[src/pkg/ack_seq_consts.svh]
`ifndef ACK_SEQ_CONSTS_SVH
`define ACK_SEQ_CONSTS_SVH

// ****************************************************************
// register byte addresses
// ****************************************************************
`define REG_CONTROL_TWO   12'h000
`define REG_RATE_RELOAD   12'h004
`define REG_BUFFER        12'h008
`define REG_STATUS        12'h00c

// ****************************************************************
// field positions
// ****************************************************************
`define BIT_ACK_GO        4
`define BIT_ACK_LEVEL     5
`define BIT_CLASH         0
`define BIT_BUSY          1
`define BIT_SCL_IN        2
`define BIT_SDA_IN        3
`define RATE_BITS         7

// ****************************************************************
// reset values and timing
// ****************************************************************
`define RATE_RESET        7'h00
`define OSC_PER_RATE_TICK 4

`endif

[src/pkg/ack_seq_pkg.sv]
`default_nettype none
package ack_seq_pkg;
    typedef enum logic [1:0]
    {
        ST_IDLE = 2'b00,
        ST_LOW  = 2'b01,
        ST_WAIT = 2'b10,
        ST_HIGH = 2'b11
    } ack_state_t;
endpackage
`default_nettype wire

[src/pkg/rate_if.sv]
`timescale 1ns/10ps
`default_nettype none
interface rate_if;
    logic       load;
    logic       stop;
    logic [6:0] reload;
    logic       expired;
    modport ctl (output load, output stop, output reload, input expired);
    modport cnt (input load, input stop, input reload, output expired);
endinterface
`default_nettype wire

[src/logic/ack_sequencer.sv]
// Function
// - setting ack_cycle_go starts an acknowledge cycle on the bus.
// - the SDA level of the cycle is ack_level_select, zero for ACK, one for NACK.
// - at the start SCL is held low and the chosen level is put on SDA.
// - the rate counter loads rate_reload_reg low seven bits, runs one period, then SCL is freed.
// - after SCL is seen high, allowing stretching, the counter reloads and runs a second period.
// - at the end SCL is driven low, ack_cycle_go clears, the counter stops, the port idles.
// - a transfer_buffer write during a cycle is dropped and sets write_clash_flag.
// - a rate period is four clocks times the reload value plus one.
`timescale 1ns/10ps
`default_nettype none
`include "ack_seq_consts.svh"
module ack_sequencer
(
    input  wire logic        pclk,
    input  wire logic        presetn,
    input  wire logic        psel,
    input  wire logic        penable,
    input  wire logic        pwrite,
    input  wire logic [11:0] paddr,
    input  wire logic [31:0] pwdata,
    output logic      [31:0] prdata,
    output logic             pready,
    output logic             pslverr,
    input  wire logic        scl_in,
    output logic             scl_out,
    output logic             scl_oe,
    input  wire logic        sda_in,
    output logic             sda_out,
    output logic             sda_oe
);
    // ****************************************************************
    // pin synchronisers
    // ****************************************************************
    logic [2:0] scl_sync_ff;
    logic [2:0] sda_sync_ff;
    logic       scl_lvl_ff;
    logic       sda_lvl_ff;
    logic       nxt_scl_lvl;
    logic       nxt_sda_lvl;

    always_comb
    begin
        nxt_scl_lvl = scl_lvl_ff;
        nxt_sda_lvl = sda_lvl_ff;
        if (scl_sync_ff[1] == scl_sync_ff[2])
        begin
            nxt_scl_lvl = scl_sync_ff[2];
        end
        if (sda_sync_ff[1] == sda_sync_ff[2])
        begin
            nxt_sda_lvl = sda_sync_ff[2];
        end
    end

    always_ff @(posedge pclk or negedge presetn)
    begin
        if (!presetn)
        begin
            scl_sync_ff <= 3'h7;
            sda_sync_ff <= 3'h7;
            scl_lvl_ff  <= 1'b1;
            sda_lvl_ff  <= 1'b1;
        end
        else
        begin
            scl_sync_ff <= {scl_sync_ff[1:0], scl_in};
            sda_sync_ff <= {sda_sync_ff[1:0], sda_in};
            scl_lvl_ff  <= nxt_scl_lvl;
            sda_lvl_ff  <= nxt_sda_lvl;
        end
    end

    // ****************************************************************
    // registers and sequencer
    // ****************************************************************
    rate_if rif ();

    rate_counter u_rate
    (
        .pclk    (pclk),
        .presetn (presetn),
        .rif     (rif)
    );

    ack_seq_pkg::ack_state_t state_ff;
    ack_seq_pkg::ack_state_t nxt_state;
    logic       go_ff;
    logic       nxt_go;
    logic       level_ff;
    logic       nxt_level;
    logic [6:0] rate_ff;
    logic [6:0] nxt_rate;
    logic [7:0] buf_ff;
    logic [7:0] nxt_buf;
    logic       clash_ff;
    logic       nxt_clash;
    logic       scl_low_ff;
    logic       nxt_scl_low;
    logic       sda_low_ff;
    logic       nxt_sda_low;
    logic       wr_en;
    logic       busy;

    function automatic logic hit(input logic [11:0] a, input logic [11:0] r);
        hit = (a == r);
    endfunction

    assign wr_en   = psel && penable && pwrite;
    assign busy    = (state_ff != ack_seq_pkg::ST_IDLE);
    assign pready  = 1'b1;
    assign pslverr = 1'b0;
    assign scl_out = 1'b0;
    assign sda_out = 1'b0;
    assign scl_oe  = scl_low_ff;
    assign sda_oe  = sda_low_ff;
    assign rif.reload = rate_ff;

    always_comb
    begin
        nxt_state   = state_ff;
        nxt_go      = go_ff;
        nxt_level   = level_ff;
        nxt_rate    = rate_ff;
        nxt_buf     = buf_ff;
        nxt_clash   = clash_ff;
        nxt_scl_low = scl_low_ff;
        nxt_sda_low = sda_low_ff;
        rif.load    = 1'b0;
        rif.stop    = 1'b0;
        if (wr_en && hit(paddr, `REG_CONTROL_TWO) && !busy)
        begin
            nxt_go    = pwdata[`BIT_ACK_GO];
            nxt_level = pwdata[`BIT_ACK_LEVEL];
        end
        if (wr_en && hit(paddr, `REG_RATE_RELOAD))
        begin
            nxt_rate = pwdata[`RATE_BITS-1:0];
        end
        if (wr_en && hit(paddr, `REG_STATUS) && pwdata[`BIT_CLASH])
        begin
            nxt_clash = 1'b0;
        end
        if (wr_en && hit(paddr, `REG_BUFFER))
        begin
            if (busy)
            begin
                nxt_clash = 1'b1;
            end
            else
            begin
                nxt_buf = pwdata[7:0];
            end
        end
        case (state_ff)
            ack_seq_pkg::ST_IDLE:
            begin
                if (go_ff)
                begin
                    nxt_scl_low = 1'b1;
                    nxt_sda_low = !level_ff;
                    rif.load  = 1'b1;
                    nxt_state = ack_seq_pkg::ST_LOW;
                end
            end
            ack_seq_pkg::ST_LOW:
            begin
                if (rif.expired)
                begin
                    nxt_scl_low = 1'b0;
                    nxt_state   = ack_seq_pkg::ST_WAIT;
                end
            end
            ack_seq_pkg::ST_WAIT:
            begin
                if (scl_lvl_ff && !scl_low_ff)
                begin
                    rif.load  = 1'b1;
                    nxt_state = ack_seq_pkg::ST_HIGH;
                end
            end
            ack_seq_pkg::ST_HIGH:
            begin
                if (rif.expired)
                begin
                    nxt_scl_low = 1'b1;
                    nxt_go      = 1'b0;
                    rif.stop    = 1'b1;
                    nxt_state   = ack_seq_pkg::ST_IDLE;
                end
            end
            default:
            begin
                nxt_state = ack_seq_pkg::ST_IDLE;
            end
        endcase
    end

    always_ff @(posedge pclk or negedge presetn)
    begin
        if (!presetn)
        begin
            state_ff   <= ack_seq_pkg::ST_IDLE;
            go_ff      <= 1'b0;
            level_ff   <= 1'b0;
            rate_ff    <= `RATE_RESET;
            buf_ff     <= 8'h00;
            clash_ff   <= 1'b0;
            scl_low_ff <= 1'b0;
            sda_low_ff <= 1'b0;
        end
        else
        begin
            state_ff   <= nxt_state;
            go_ff      <= nxt_go;
            level_ff   <= nxt_level;
            rate_ff    <= nxt_rate;
            buf_ff     <= nxt_buf;
            clash_ff   <= nxt_clash;
            scl_low_ff <= nxt_scl_low;
            sda_low_ff <= nxt_sda_low;
        end
    end

    // ****************************************************************
    // read mux, registered
    // ****************************************************************
    logic [31:0] nxt_prdata;
    logic [31:0] prdata_ff;
    assign prdata = prdata_ff;

    always_comb
    begin
        nxt_prdata = prdata_ff;
        if (psel && !penable && !pwrite)
        begin
            nxt_prdata = 32'h0;
            if (hit(paddr, `REG_CONTROL_TWO))
            begin
                nxt_prdata[`BIT_ACK_GO]    = go_ff;
                nxt_prdata[`BIT_ACK_LEVEL] = level_ff;
            end
            else if (hit(paddr, `REG_RATE_RELOAD))
            begin
                nxt_prdata[6:0] = rate_ff;
            end
            else if (hit(paddr, `REG_BUFFER))
            begin
                nxt_prdata[7:0] = buf_ff;
            end
            else if (hit(paddr, `REG_STATUS))
            begin
                nxt_prdata[`BIT_CLASH]  = clash_ff;
                nxt_prdata[`BIT_BUSY]   = busy;
                nxt_prdata[`BIT_SCL_IN] = scl_lvl_ff;
                nxt_prdata[`BIT_SDA_IN] = sda_lvl_ff;
            end
        end
    end

    always_ff @(posedge pclk or negedge presetn)
    begin
        if (!presetn)
        begin
            prdata_ff <= 32'h0;
        end
        else
        begin
            prdata_ff <= nxt_prdata;
        end
    end
endmodule
`default_nettype wire

[src/logic/rate_counter.sv]
`timescale 1ns/10ps
`default_nettype none
`include "ack_seq_consts.svh"
module rate_counter
(
    input  wire logic pclk,
    input  wire logic presetn,
    rate_if.cnt       rif
);
    // ****************************************************************
    // period of (reload+1) ticks, each tick OSC_PER_RATE_TICK clocks
    // ****************************************************************
    logic [1:0] pre_ff;
    logic [1:0] nxt_pre;
    logic [6:0] cnt_ff;
    logic [6:0] nxt_cnt;
    logic       run_ff;
    logic       nxt_run;
    logic       exp_ff;
    logic       nxt_exp;

    assign rif.expired = exp_ff;

    always_comb
    begin
        nxt_pre = pre_ff;
        nxt_cnt = cnt_ff;
        nxt_run = run_ff;
        nxt_exp = 1'b0;
        if (rif.stop)
        begin
            nxt_run = 1'b0;
        end
        else if (rif.load)
        begin
            nxt_run = 1'b1;
            nxt_pre = 2'(`OSC_PER_RATE_TICK - 1);
            nxt_cnt = rif.reload;
        end
        else if (run_ff)
        begin
            if (pre_ff != 2'h0)
            begin
                nxt_pre = pre_ff - 2'h1;
            end
            else if (cnt_ff != 7'h00)
            begin
                nxt_pre = 2'(`OSC_PER_RATE_TICK - 1);
                nxt_cnt = cnt_ff - 7'h01;
            end
            else
            begin
                nxt_run = 1'b0;
                nxt_exp = 1'b1;
            end
        end
    end

    always_ff @(posedge pclk or negedge presetn)
    begin
        if (!presetn)
        begin
            pre_ff <= 2'h0;
            cnt_ff <= 7'h00;
            run_ff <= 1'b0;
            exp_ff <= 1'b0;
        end
        else
        begin
            pre_ff <= nxt_pre;
            cnt_ff <= nxt_cnt;
            run_ff <= nxt_run;
            exp_ff <= nxt_exp;
        end
    end
endmodule
`default_nettype wire

[config.mk]
export PLATFORM = sky130hd
export DESIGN_NAME = ack_sequencer
export DESIGN_NICKNAME = d
export VERILOG_FILES = /design/src/pkg/ack_seq_pkg.sv /design/src/pkg/rate_if.sv /design/src/logic/ack_sequencer.sv /design/src/logic/rate_counter.sv
export VERILOG_INCLUDE_DIRS = /design/src /design/src/pkg
export SDC_FILE = /design/constraint.sdc
export NUM_CORES = 1
export LEC_CHECK = 0
export BUFFER_PORTS_ARGS = -buffer_cell sky130_fd_sc_hd__buf_4
export CAP_MARGIN = 40
export CELL_PAD_IN_SITES_DETAIL_PLACEMENT = 0
export CELL_PAD_IN_SITES_GLOBAL_PLACEMENT = 2
export CORE_UTILIZATION = 28
export CTS_BUF_LIST = sky130_fd_sc_hd__clkbuf_16
export CTS_CLUSTER_DIAMETER = 200
export DETAILED_ROUTE_END_ITERATION = 10
export MAX_ROUTING_LAYER = met4
export PLACE_DENSITY = 0.76
export SETUP_SLACK_MARGIN = 0.15
export SLEW_MARGIN = 20
export SYNTH_ARGS = -nofsm -noshare
export SYNTH_HDL_FRONTEND = slang
export SYNTH_HIERARCHICAL = 1
export SYNTH_SLANG_ARGS = --single-unit
[constraint.sdc]
create_clock -name pclk -period 2.3 [get_ports pclk]
set_clock_uncertainty 0.2 [all_clocks]
set_input_delay 0.23 -clock pclk [delete_from_list [all_inputs] [get_ports pclk]]
set_output_delay 0.23 -clock pclk [all_outputs]
set_load 0.02 [all_outputs]
==> results of run 1 <==
[layout make-up]
| type | count | area (um2) | area share [%] |
|---|---|---|---|
| multi-input cells | 177 | 1210 | 37.0 |
| clock inverters | 3 | 43.8 | 1.34 |
| flip-flops and latches | 49 | 1240 | 37.8 |
| well taps | 111 | 139 | 4.25 |
| clock buffers | 5 | 125 | 3.83 |
| inverters | 13 | 48.8 | 1.49 |
| repair buffers | 57 | 465 | 14.2 |
[kinds of logic (layout without fill, tap and decap cells)]
| kind of cell | count (synthesis) | in the layout | share of synthesized area [%] |
|---|---|---|---|
| muxes | 21 | 21 | 8.91 |
| DFF | 49 | 49 | 46.8 |
| other | 2 | 28 | 0.284 |
| AOI/OAI and AO/OA | 54 | 54 | 13.8 |
| adders and majority gates | 10 | 10 | 4.55 |
| and+or+nand+nor | 64 | 64 | 14.0 |
| buffers and inverters | 49 | 78 | 11.7 |
[repair_timing]
action | 4_1_cts | 5_1_grt
endpoints found under the hold margin | 56 | 0
hold buffers | 10 | 0
cloned | 0 | 0
gates resized for setup | 1 | 4
endpoints found under the setup margin | 6 | 5
pin swaps | 0 | 1
setup buffers | 0 | 0
[cells in the final DEF (no fill, tap or decap), types with 10 or more instances in the layout]
master / synthesis / routed
conb_1: 2 / 28
dfrtp_1: 41 / 41
dlygate4sd3_1: 0 / 10
nor2_1: 10 / 10
o21ai_1: 10 / 10
mux2_2: 20 / 20
nand2_1: 16 / 16
inv_1: 13 / 11
buf_4: 29 / 46
[stage by stage]
stage                     setup slack, ns  power [uW]  setup TNS (ns)  instances
after floorplan                     0.154        1750               0        275
after global placement            -0.0470        1970          -0.324        397
after detailed placement          -0.0549        1990          -0.319        397
after CTS                           0.191        2870               0        415
after global routing                0.177        3040               0        415
final                               0.247        2840               0        415
[routing by layer]
layer  GRT usage, %  part of all wire, %  wire [um]  up-vias
li1               -                    -          -      945
met1           14.6                   47       2530      906
met2           20.4                   47       2560       51
met3           2.88                  4.7        256        6
met4           3.39                  1.1         61        0
met5              -                    0          0        -
[state kept, by name (all words and copies together), names as in the netlist, 2 cells and up]
name,count
rate_ff,7
prdata,8
sda_sync_ff,3
scl_sync_ff,3
state_ff,2
u_rate/cnt_ff,7
u_rate/pre_ff,2
buf_ff,8
[worst reg2reg max path, cell delays in order (launching register included)]
cell     delay, ns
dfrtp_1       0.42
inv_2         0.09
ha_2          0.20
nand2_1       0.11
o21ai_4       0.11
a21oi_1       0.10
a311o_4       0.44
o21ai_1       0.14
o21ai_1       0.07
[worst paths after layout]
path | slack [ns] | cells past startpoint | startpoint | to
worst min-delay path | 0.007 | 2 | pwdata[4] | buf_ff[4]$_DFFE_PN0P_
worst max register to register | 0.31 | 8 | state_ff[1]$_DFFE_PN0P_ | u_rate/cnt_ff[5]$_DFFE_PN0P_
min in group asynchronous | 0.30 | 2 | presetn | scl_oe$_DFFE_PN0P_
worst min register to register | 0.16 | 0 | sda_sync_ff[0]$_DFF_PN1_ | sda_sync_ff[1]$_DFF_PN1_
worst max-delay path | 0.25 | 6 | paddr[5] | buf_ff[7]$_DFFE_PN0P_
max in group asynchronous | 1.16 | 2 | presetn | u_rate/rif.expired$_DFF_PN0_
[report_power, final]
| part | internal [uW] | switching, uW | leakage [uW] |
|---|---|---|---|
| Combinational | 395 | 516 | 0.000807 |
| Sequential | 986 | 102 | 0.000632 |
| Clock | 515 | 326 | 0.0000842 |
==> results.ini, run 1 <==
[worst_setup_path]
arrival_ns = 2.03
crit_fanout = 6
startpoint_type = input pin
path_buf_inv = 2
required_ns = 2.28
path_cells = buf_4 -> or4_4 -> nor4_4 -> and3_1 -> buf_12 -> mux2_2
cp_slowest_stage_delay_ns = 0.55
endpoint_kind = flip-flop
crit_type = in -> reg
crit_family = simple AND/OR/NAND/NOR gates
cp_slowest_cell = or4_4

[global_routing]
grt_pass1_vias = 1874
grt_overflow = 0
grt_max_degree = 50
grt_pass1_wl_mm = 9.07
antenna_found_initial = 0
globalRouteTotalUtil_pct = 12.1

[sta]
relSlewSlack_pct = 57.1
post-route-period-util_pct = 89.3
finalCriticalPeriod_ns = 2.05
rsz0062_at_grt = false
clock.fmax_mhz = 487
drv_slew = 0
fin_hold_ws_ns = 0.00704
worst_pin_slew_ns = 0.644
setup_viol = 0
hold_viol = 0

[placement]
placed_cell_area_um2 = 2980
hpwl_mm = 3.91
finalWeightedCongestion = 0.768
port_buffers = 36

[route]
wl_mm = 5.41
drc = 0
vias = 1908
viasPerCell = 4.60
drt-initial-drc-count = 69
wl_per_cell_um = 13.0
postRouteAntennaNets = 0
first_pass_iters = 4

[floorplanning]
fp.dieH_um = 99.1
ioPinCount = 89
initial_core_util_pct = 28.7
dieArea_um2 = 9830
std_cell_rows = 35
die_width_um = 99.1
core_um2 = 9200

[synth]
synth_enable_flop_cells = 0
synth_seq_cells = 49
synth_top_area_cell = dfrtp_1
synth_common_cells = dfrtp_1 (41), buf_4 (29), mux2_2 (20)
synthArstFlopShare_pct = 100
avgSynthCellArea_um2 = 10.6
synth_cell_type_count = 52
dominantRegCellSynth = dfrtp_1
netlist_area_um2 = 2640
synth_cells = 249
yosysMostFrequentCell = dfrtp_1
synth_area_leaders = dfrtp_1 (39%), mux2_2 (8.5%), buf_4 (8.2%)
netlist.area_leader.share_pct = 38.8
yosys_warnings = 6
seq_area_frac_synth_pct = 46.8

[power_and_ir_drop]
p_leak_uw = 0.00152
vdd_drop_max_mv = 0.330
power.density_nw_per_um2 = 869

[clock_tree]
clock_path_buffers = 2
root_buffer = clkbuf_16
cts_tree = built
clock_latency_ns = 0.29
numCtsBuffers = 5
htree_levels = 2
clk_pin_slew_ns = 0.07
cts_sinks = 49

[layout]
post-route-util_pct = 35.5
antenna_cells = 0
drive_above_1_share_pct = 32.9
syn_to_final_growth_pct = 23.7
n_fill_cell = 916
fin_area_um2 = 3270
finalNetCount = 362

[run]
max_cap_violations = 0

[hold_path]
hp-class = in -> reg

[outcome]
status = completed

(Power assumes the default switching activity.)
==> run 2: changes to the inputs <==
--- a/config.mk
+++ b/config.mk
@@ -10,12 +10,12 @@
 export CAP_MARGIN = 40
 export CELL_PAD_IN_SITES_DETAIL_PLACEMENT = 0
 export CELL_PAD_IN_SITES_GLOBAL_PLACEMENT = 2
-export CORE_UTILIZATION = 28
+export CORE_UTILIZATION = 33
 export CTS_BUF_LIST = sky130_fd_sc_hd__clkbuf_16
 export CTS_CLUSTER_DIAMETER = 200
 export DETAILED_ROUTE_END_ITERATION = 10
 export MAX_ROUTING_LAYER = met4
-export PLACE_DENSITY = 0.76
+export PLACE_DENSITY = 0.84
 export SETUP_SLACK_MARGIN = 0.15
 export SLEW_MARGIN = 20
 export SYNTH_ARGS = -nofsm -noshare
==> constraint.sdc (replaced) <==
create_clock -name pclk -period 2.5 [get_ports pclk]
set_clock_uncertainty 0.2 [all_clocks]
set_input_delay 0.25 -clock pclk [delete_from_list [all_inputs] [get_ports pclk]]
set_output_delay 0.25 -clock pclk [all_outputs]
set_load 0.02 [all_outputs]
==> run 2 against run 1 <==
Against the previous run: sequential power down 7%; via count down 3.1%; cell area fell by 3.2%; combinational power shrank 14%; count of clock-buffer cells in the layout did not move; critical path depth up 2; final cell count is 4.1% lower; global-route usage grew 1.3 points; worst setup slack improved by 0.11 ns; highest routed layer unchanged; first-iteration DRC count fell by 33%; sequential share of layout area rose by 1.3 points; sequential cell count did not move.
==> results.ini, run 2 (same netlist as run 1, synthesis figures left out) <==
[outcome]
status = completed

[route]
drc = 0
wl_per_cell_um = 13.1
drt-initial-drc-count = 46
viasPerCell = 4.65
first_pass_iters = 4
vias = 1849
wl_mm = 5.20
postRouteAntennaNets = 0

[layout]
n_fill_cell = 768
antenna_cells = 0
syn_to_final_growth_pct = 19.7
post-route-util_pct = 40.9
drive_above_1_share_pct = 31.4
multiInputGateArea_um2 = 1210
finalNetCount = 354
final_cell_mix = dfrtp_1 (41), buf_4 (41), conb_1 (28), mux2_2 (20), nand2_1 (16)
regArea_um2 = 1240

[global_routing]
globalRouteTotalUtil_pct = 13.4
grt_overflow = 0
antenna_found_initial = 0
grt_pass1_vias = 1758
grt_pass1_wl_mm = 8.63
grt_max_degree = 50

[hold_path]
hp-class = in -> reg
min_to = buf_ff[0]$_DFFE_PN0P_
hp-start = pwdata[0]
holdPathStages = 2

[sta]
rsz0062_at_grt = false
relSlewSlack_pct = 58.2
final.setup.tns_ns = 0
clock.fmax_mhz = 467
finalCriticalPeriod_ns = 2.14
setup_viol = 0
hold_viol = 0
worst_pin_slew_ns = 0.627
drv_slew = 0
post-route-period-util_pct = 85.7

[power_and_ir_drop]
finalPower_uw = 2440
p_leak_uw = 0.00147
vdd_drop_max_mv = 0.261
power.density_nw_per_um2 = 772

[worst_setup_path]
timing.rr.end = u_rate/cnt_ff[3]$_DFFE_PN0P_
r2r-start = state_ff[0]$_DFFE_PN0P_
r2r_setup_slack_ns = 0.36
required_ns = 2.47
r2r_cells = 8
endpoint_kind = flip-flop
startpoint_type = flip-flop
crit_type = reg -> reg
arrival_ns = 2.11
crit_fanout = 8

[clock_tree]
numCtsBuffers = 5
clock_latency_ns = 0.28
htree_levels = 2
root_buffer = clkbuf_16
clock_path_buffers = 2
cts_sinks = 49
clk_pin_slew_ns = 0.07
cts_tree = built

[floorplanning]
die_width_um = 91.5
std_cell_rows = 32
initial_core_util_pct = 34.2
fp.dieH_um = 91.5
dieArea_um2 = 8370
ioPinCount = 89
core_um2 = 7730

[placement]
finalWeightedCongestion = 0.790
hpwl_mm = 3.88
port_buffers = 36

[run]
max_cap_violations = 0

## run 2: changes by cell type in the layout (fill, tap and decap cells not counted), sizes merged
| cell | previous run | this run |
|---|---|---|
| buf | 47 | 42 |
| inv | 14 | 15 |
| bufinv | 1 | 0 |
| dlygate4sd3 | 10 | 7 |
## run 2: worst max-delay path by stage
stage                             from                            to  slack [ns]  cells after the start
2_1_floorplan  state_ff[0]$_DFFE_PN0P_  u_rate/cnt_ff[5]$_DFFE_PN0P_        0.35                      8
3_3_place_gp   state_ff[0]$_DFFE_PN0P_  u_rate/cnt_ff[3]$_DFFE_PN0P_        0.19                      8
3_5_place_dp   state_ff[0]$_DFFE_PN0P_  u_rate/cnt_ff[5]$_DFFE_PN0P_        0.18                      8
4_1_cts        state_ff[0]$_DFFE_PN0P_  u_rate/cnt_ff[5]$_DFFE_PN0P_        0.17                      8
5_1_grt        state_ff[0]$_DFFE_PN0P_  u_rate/cnt_ff[2]$_DFFE_PN0P_        0.19                      8
6_report       state_ff[0]$_DFFE_PN0P_  u_rate/cnt_ff[3]$_DFFE_PN0P_        0.36                      8
## run 2: per-layer routing
metal / vias up / track usage [%] / routed length (um)
met2: 49 / 21.6 / 2510
met4: 0 / 3.17 / 25
met1: 883 / 17.1 / 2460
li1: 913 / - / -
met5: - / - / 0
met3: 4 / 3.18 / 207
## run 2: what timing repair did
| action | 4_1_cts | 5_1_grt |
|---|---|---|
| endpoints found under the setup margin | 0 | 6 |
| buffers inserted | 0 | 0 |
| hold buffers | 4 | 3 |
| gates resized for setup | 0 | 4 |
| hold endpoints to repair | 44 | 3 |
## run 2: critical path: stages (launching register included)
cell     delay, ns
dfrtp_1       0.42
inv_2         0.10
ha_2          0.22
inv_1         0.08
o21ai_4       0.20
nor2_1        0.11
a311o_4       0.46
o21ai_1       0.16
o21ai_1       0.07
## run 2: area by class of cell
class	instances	area share, %
inverters	13	1.54
repair buffers	49	12.6
flip-flops and latches	49	39.1
clock inverters	3	0.554
clock buffers	5	3.96
multi-input cells	177	38.2
well taps	102	4.04
## run 2: report_power, final
part / internal [uW] / switching, uW / leakage (uW)
clock network: 369 / 282 / 0.0000754
logic: 331 / 451 / 0.000759
registers: 907 / 99.7 / 0.000632
total: 1610 / 833 / 0.00147
## run 2: metrics by stage
stage                     setup slack [ns]  area [um2]  std cells  hold slack, ns
after floorplan                      0.354        2740        275          -0.246
after global placement               0.185        2940        383           0.118
after detailed placement             0.180        2940        383           0.117
after CTS                            0.167        3120        395         0.00412
after global routing                 0.193        3160        398          0.0131
final                                0.357        3160        398          0.0229
==> run 3: changes to the inputs <==
--- a/config.mk
+++ b/config.mk
@@ -16,6 +16,7 @@
 export DETAILED_ROUTE_END_ITERATION = 10
 export MAX_ROUTING_LAYER = met4
 export PLACE_DENSITY = 0.84
+export RECOVER_POWER = 50
 export SETUP_SLACK_MARGIN = 0.15
 export SLEW_MARGIN = 20
 export SYNTH_ARGS = -nofsm -noshare
==> run 3 against run 2 <==
Against the previous run: combinational power about the same; die area unchanged; sequential power about the same; cell area about the same; clock power about the same; wire length about the same; register-to-register slack about the same.
==> results.ini, run 3 (same netlist as run 1, synthesis figures left out) <==
[outcome]
status = completed

[power_and_ir_drop]
vdd_drop_max_mv = 0.260
pwr-share-clk_pct = 26.7
swShare_pct = 34.2
p_int_uw = 1600
seqPwrFrac_pct = 41.3
power.density_nw_per_um2 = 771
switching_power_uw = 833
p_leak_uw = 0.00146
p_comb_share_pct = 32.0

[run]
max_cap_violations = 0

[sta]
drv_slew = 0
post-route-period-util_pct = 85.7
final.setup.tns_ns = 0
relSlewSlack_pct = 18.4
worst_pin_slew_ns = 1.22
finalCriticalPeriod_ns = 2.14
hold_viol = 0
rsz0062_at_grt = false
clock.fmax_mhz = 467
setup_viol = 0

[clock_tree]
numCtsBuffers = 5
clock_path_buffers = 2
root_buffer = clkbuf_16
htree_levels = 2
clock_latency_ns = 0.28
cts_sinks = 49
cts_tree = built
clk_pin_slew_ns = 0.07

[placement]
hpwl_mm = 3.88
placed_cell_area_um2 = 2940
port_buffers = 36
finalWeightedCongestion = 0.790

[layout]
antenna_cells = 0
post-route-util_pct = 40.9
finalNetCount = 354
drive_above_1_share_pct = 30.4
fin_area_um2 = 3160
final_cell_mix = dfrtp_1 (41), buf_4 (38), conb_1 (28), mux2_2 (20), nand2_1 (16)
syn_to_final_growth_pct = 19.6
final_common_cell = dfrtp_1

[floorplanning]
die_width_um = 91.5
dieArea_um2 = 8370
fp.dieH_um = 91.5
std_cell_rows = 32
initial_core_util_pct = 34.2
core_um2 = 7730
ioPinCount = 89

[route]
viasPerCell = 4.64
first_pass_iters = 4
drt-initial-drc-count = 46
wl_mm = 5.20
vias = 1847
postRouteAntennaNets = 0
wl_per_cell_um = 13.1
drc = 0

[global_routing]
grt_overflow = 0
globalRouteTotalUtil_pct = 13.4
antenna_found_initial = 0
grt_max_degree = 50
grt_pass1_wl_mm = 8.63
grt_pass1_vias = 1758

[worst_setup_path]
crit_type = reg -> reg
cp_slowest_stage_delay_ns = 0.46
arrival_ns = 2.11
crit_top_cell = o21ai_1
endpoint_kind = flip-flop
path_buf_inv = 2
startpoint_type = flip-flop
crit_fanout = 8
required_ns = 2.47
cp_slowest_cell = a311o_4
crit_family = compound AO/OA/AOI/OAI gates
path_cells = inv_2 -> ha_2 -> inv_1 -> o21ai_4 -> nor2_1 -> a311o_4 -> o21ai_1 -> o21ai_1

[hold_path]
hp-class = in -> reg

run 3: cell types whose count changed in the layout (fill, tap and decap cells not counted), sizes merged:
cell    delta
clkbuf     +3
buf        -3
run 3: metal layers:
metal	track usage, %	up-vias	share of wire [%]
met4	3.17	0	0.48
met1	17.1	881	47
met2	21.6	49	48
li1	-	913	-
met3	3.18	4	4.0
met5	-	-	0
run 3: through the flow:
| step | power [uW] | hold WS, ns | cells | setup slack [ns] |
|---|---|---|---|---|
| after floorplan | 1610 | -0.246 | 275 | 0.354 |
| after global placement | 1770 | 0.118 | 383 | 0.185 |
| after detailed placement | 1790 | 0.117 | 383 | 0.180 |
| after CTS | 2460 | 0.00412 | 395 | 0.167 |
| after global routing | 2640 | 0.0131 | 398 | 0.193 |
| final | 2440 | 0.0229 | 398 | 0.357 |
run 3: layout make-up:
class	instances	area, um2
multi-input cells	177	1210
inverters	13	48.8
clock inverters	3	17.5
fillers	769	4570
flip-flops and latches	49	1240
repair buffers	49	395
well taps	102	128
clock buffers	5	125
run 3: power by group through the flow:
stage	Combinational [uW]	Clock, uW	Sequential (uW)
finish	780	651	1010
global route	901	721	1020
CTS	774	676	1010
detailed placement	767	0	1020
global placement	755	0	1020
floorplan	605	0	1010
run 3: worst reg2reg max path, cell delays in order (launching register included):
cell	delay [ns]
dfrtp_1	0.42
inv_2	0.11
ha_2	0.22
inv_1	0.08
o21ai_4	0.21
nor2_1	0.11
a311o_4	0.46
o21ai_1	0.16
o21ai_1	0.07
run 3: worst paths after layout:
kind	from	endpoint	slack, ns	cells after the start
max	state_ff[0]$_DFFE_PN0P_	u_rate/cnt_ff[3]$_DFFE_PN0P_	0.36	8
min	pwdata[0]	buf_ff[0]$_DFFE_PN0P_	0.02	2
max reg2reg	state_ff[0]$_DFFE_PN0P_	u_rate/cnt_ff[3]$_DFFE_PN0P_	0.36	8
min reg2reg	sda_sync_ff[0]$_DFF_PN1_	sda_sync_ff[1]$_DFF_PN1_	0.16	0
max in group asynchronous	presetn	u_rate/pre_ff[1]$_DFFE_PN0P_	0.79	2
min in group asynchronous	presetn	sda_oe$_DFFE_PN0P_	0.56	2
run 3: what timing repair did:
action,in CTS,in global routing
endpoints found under the hold margin,44,3
endpoints found under the setup margin,0,6
gates resized for setup,0,4
buffers inserted,0,0
hold buffers,4,3
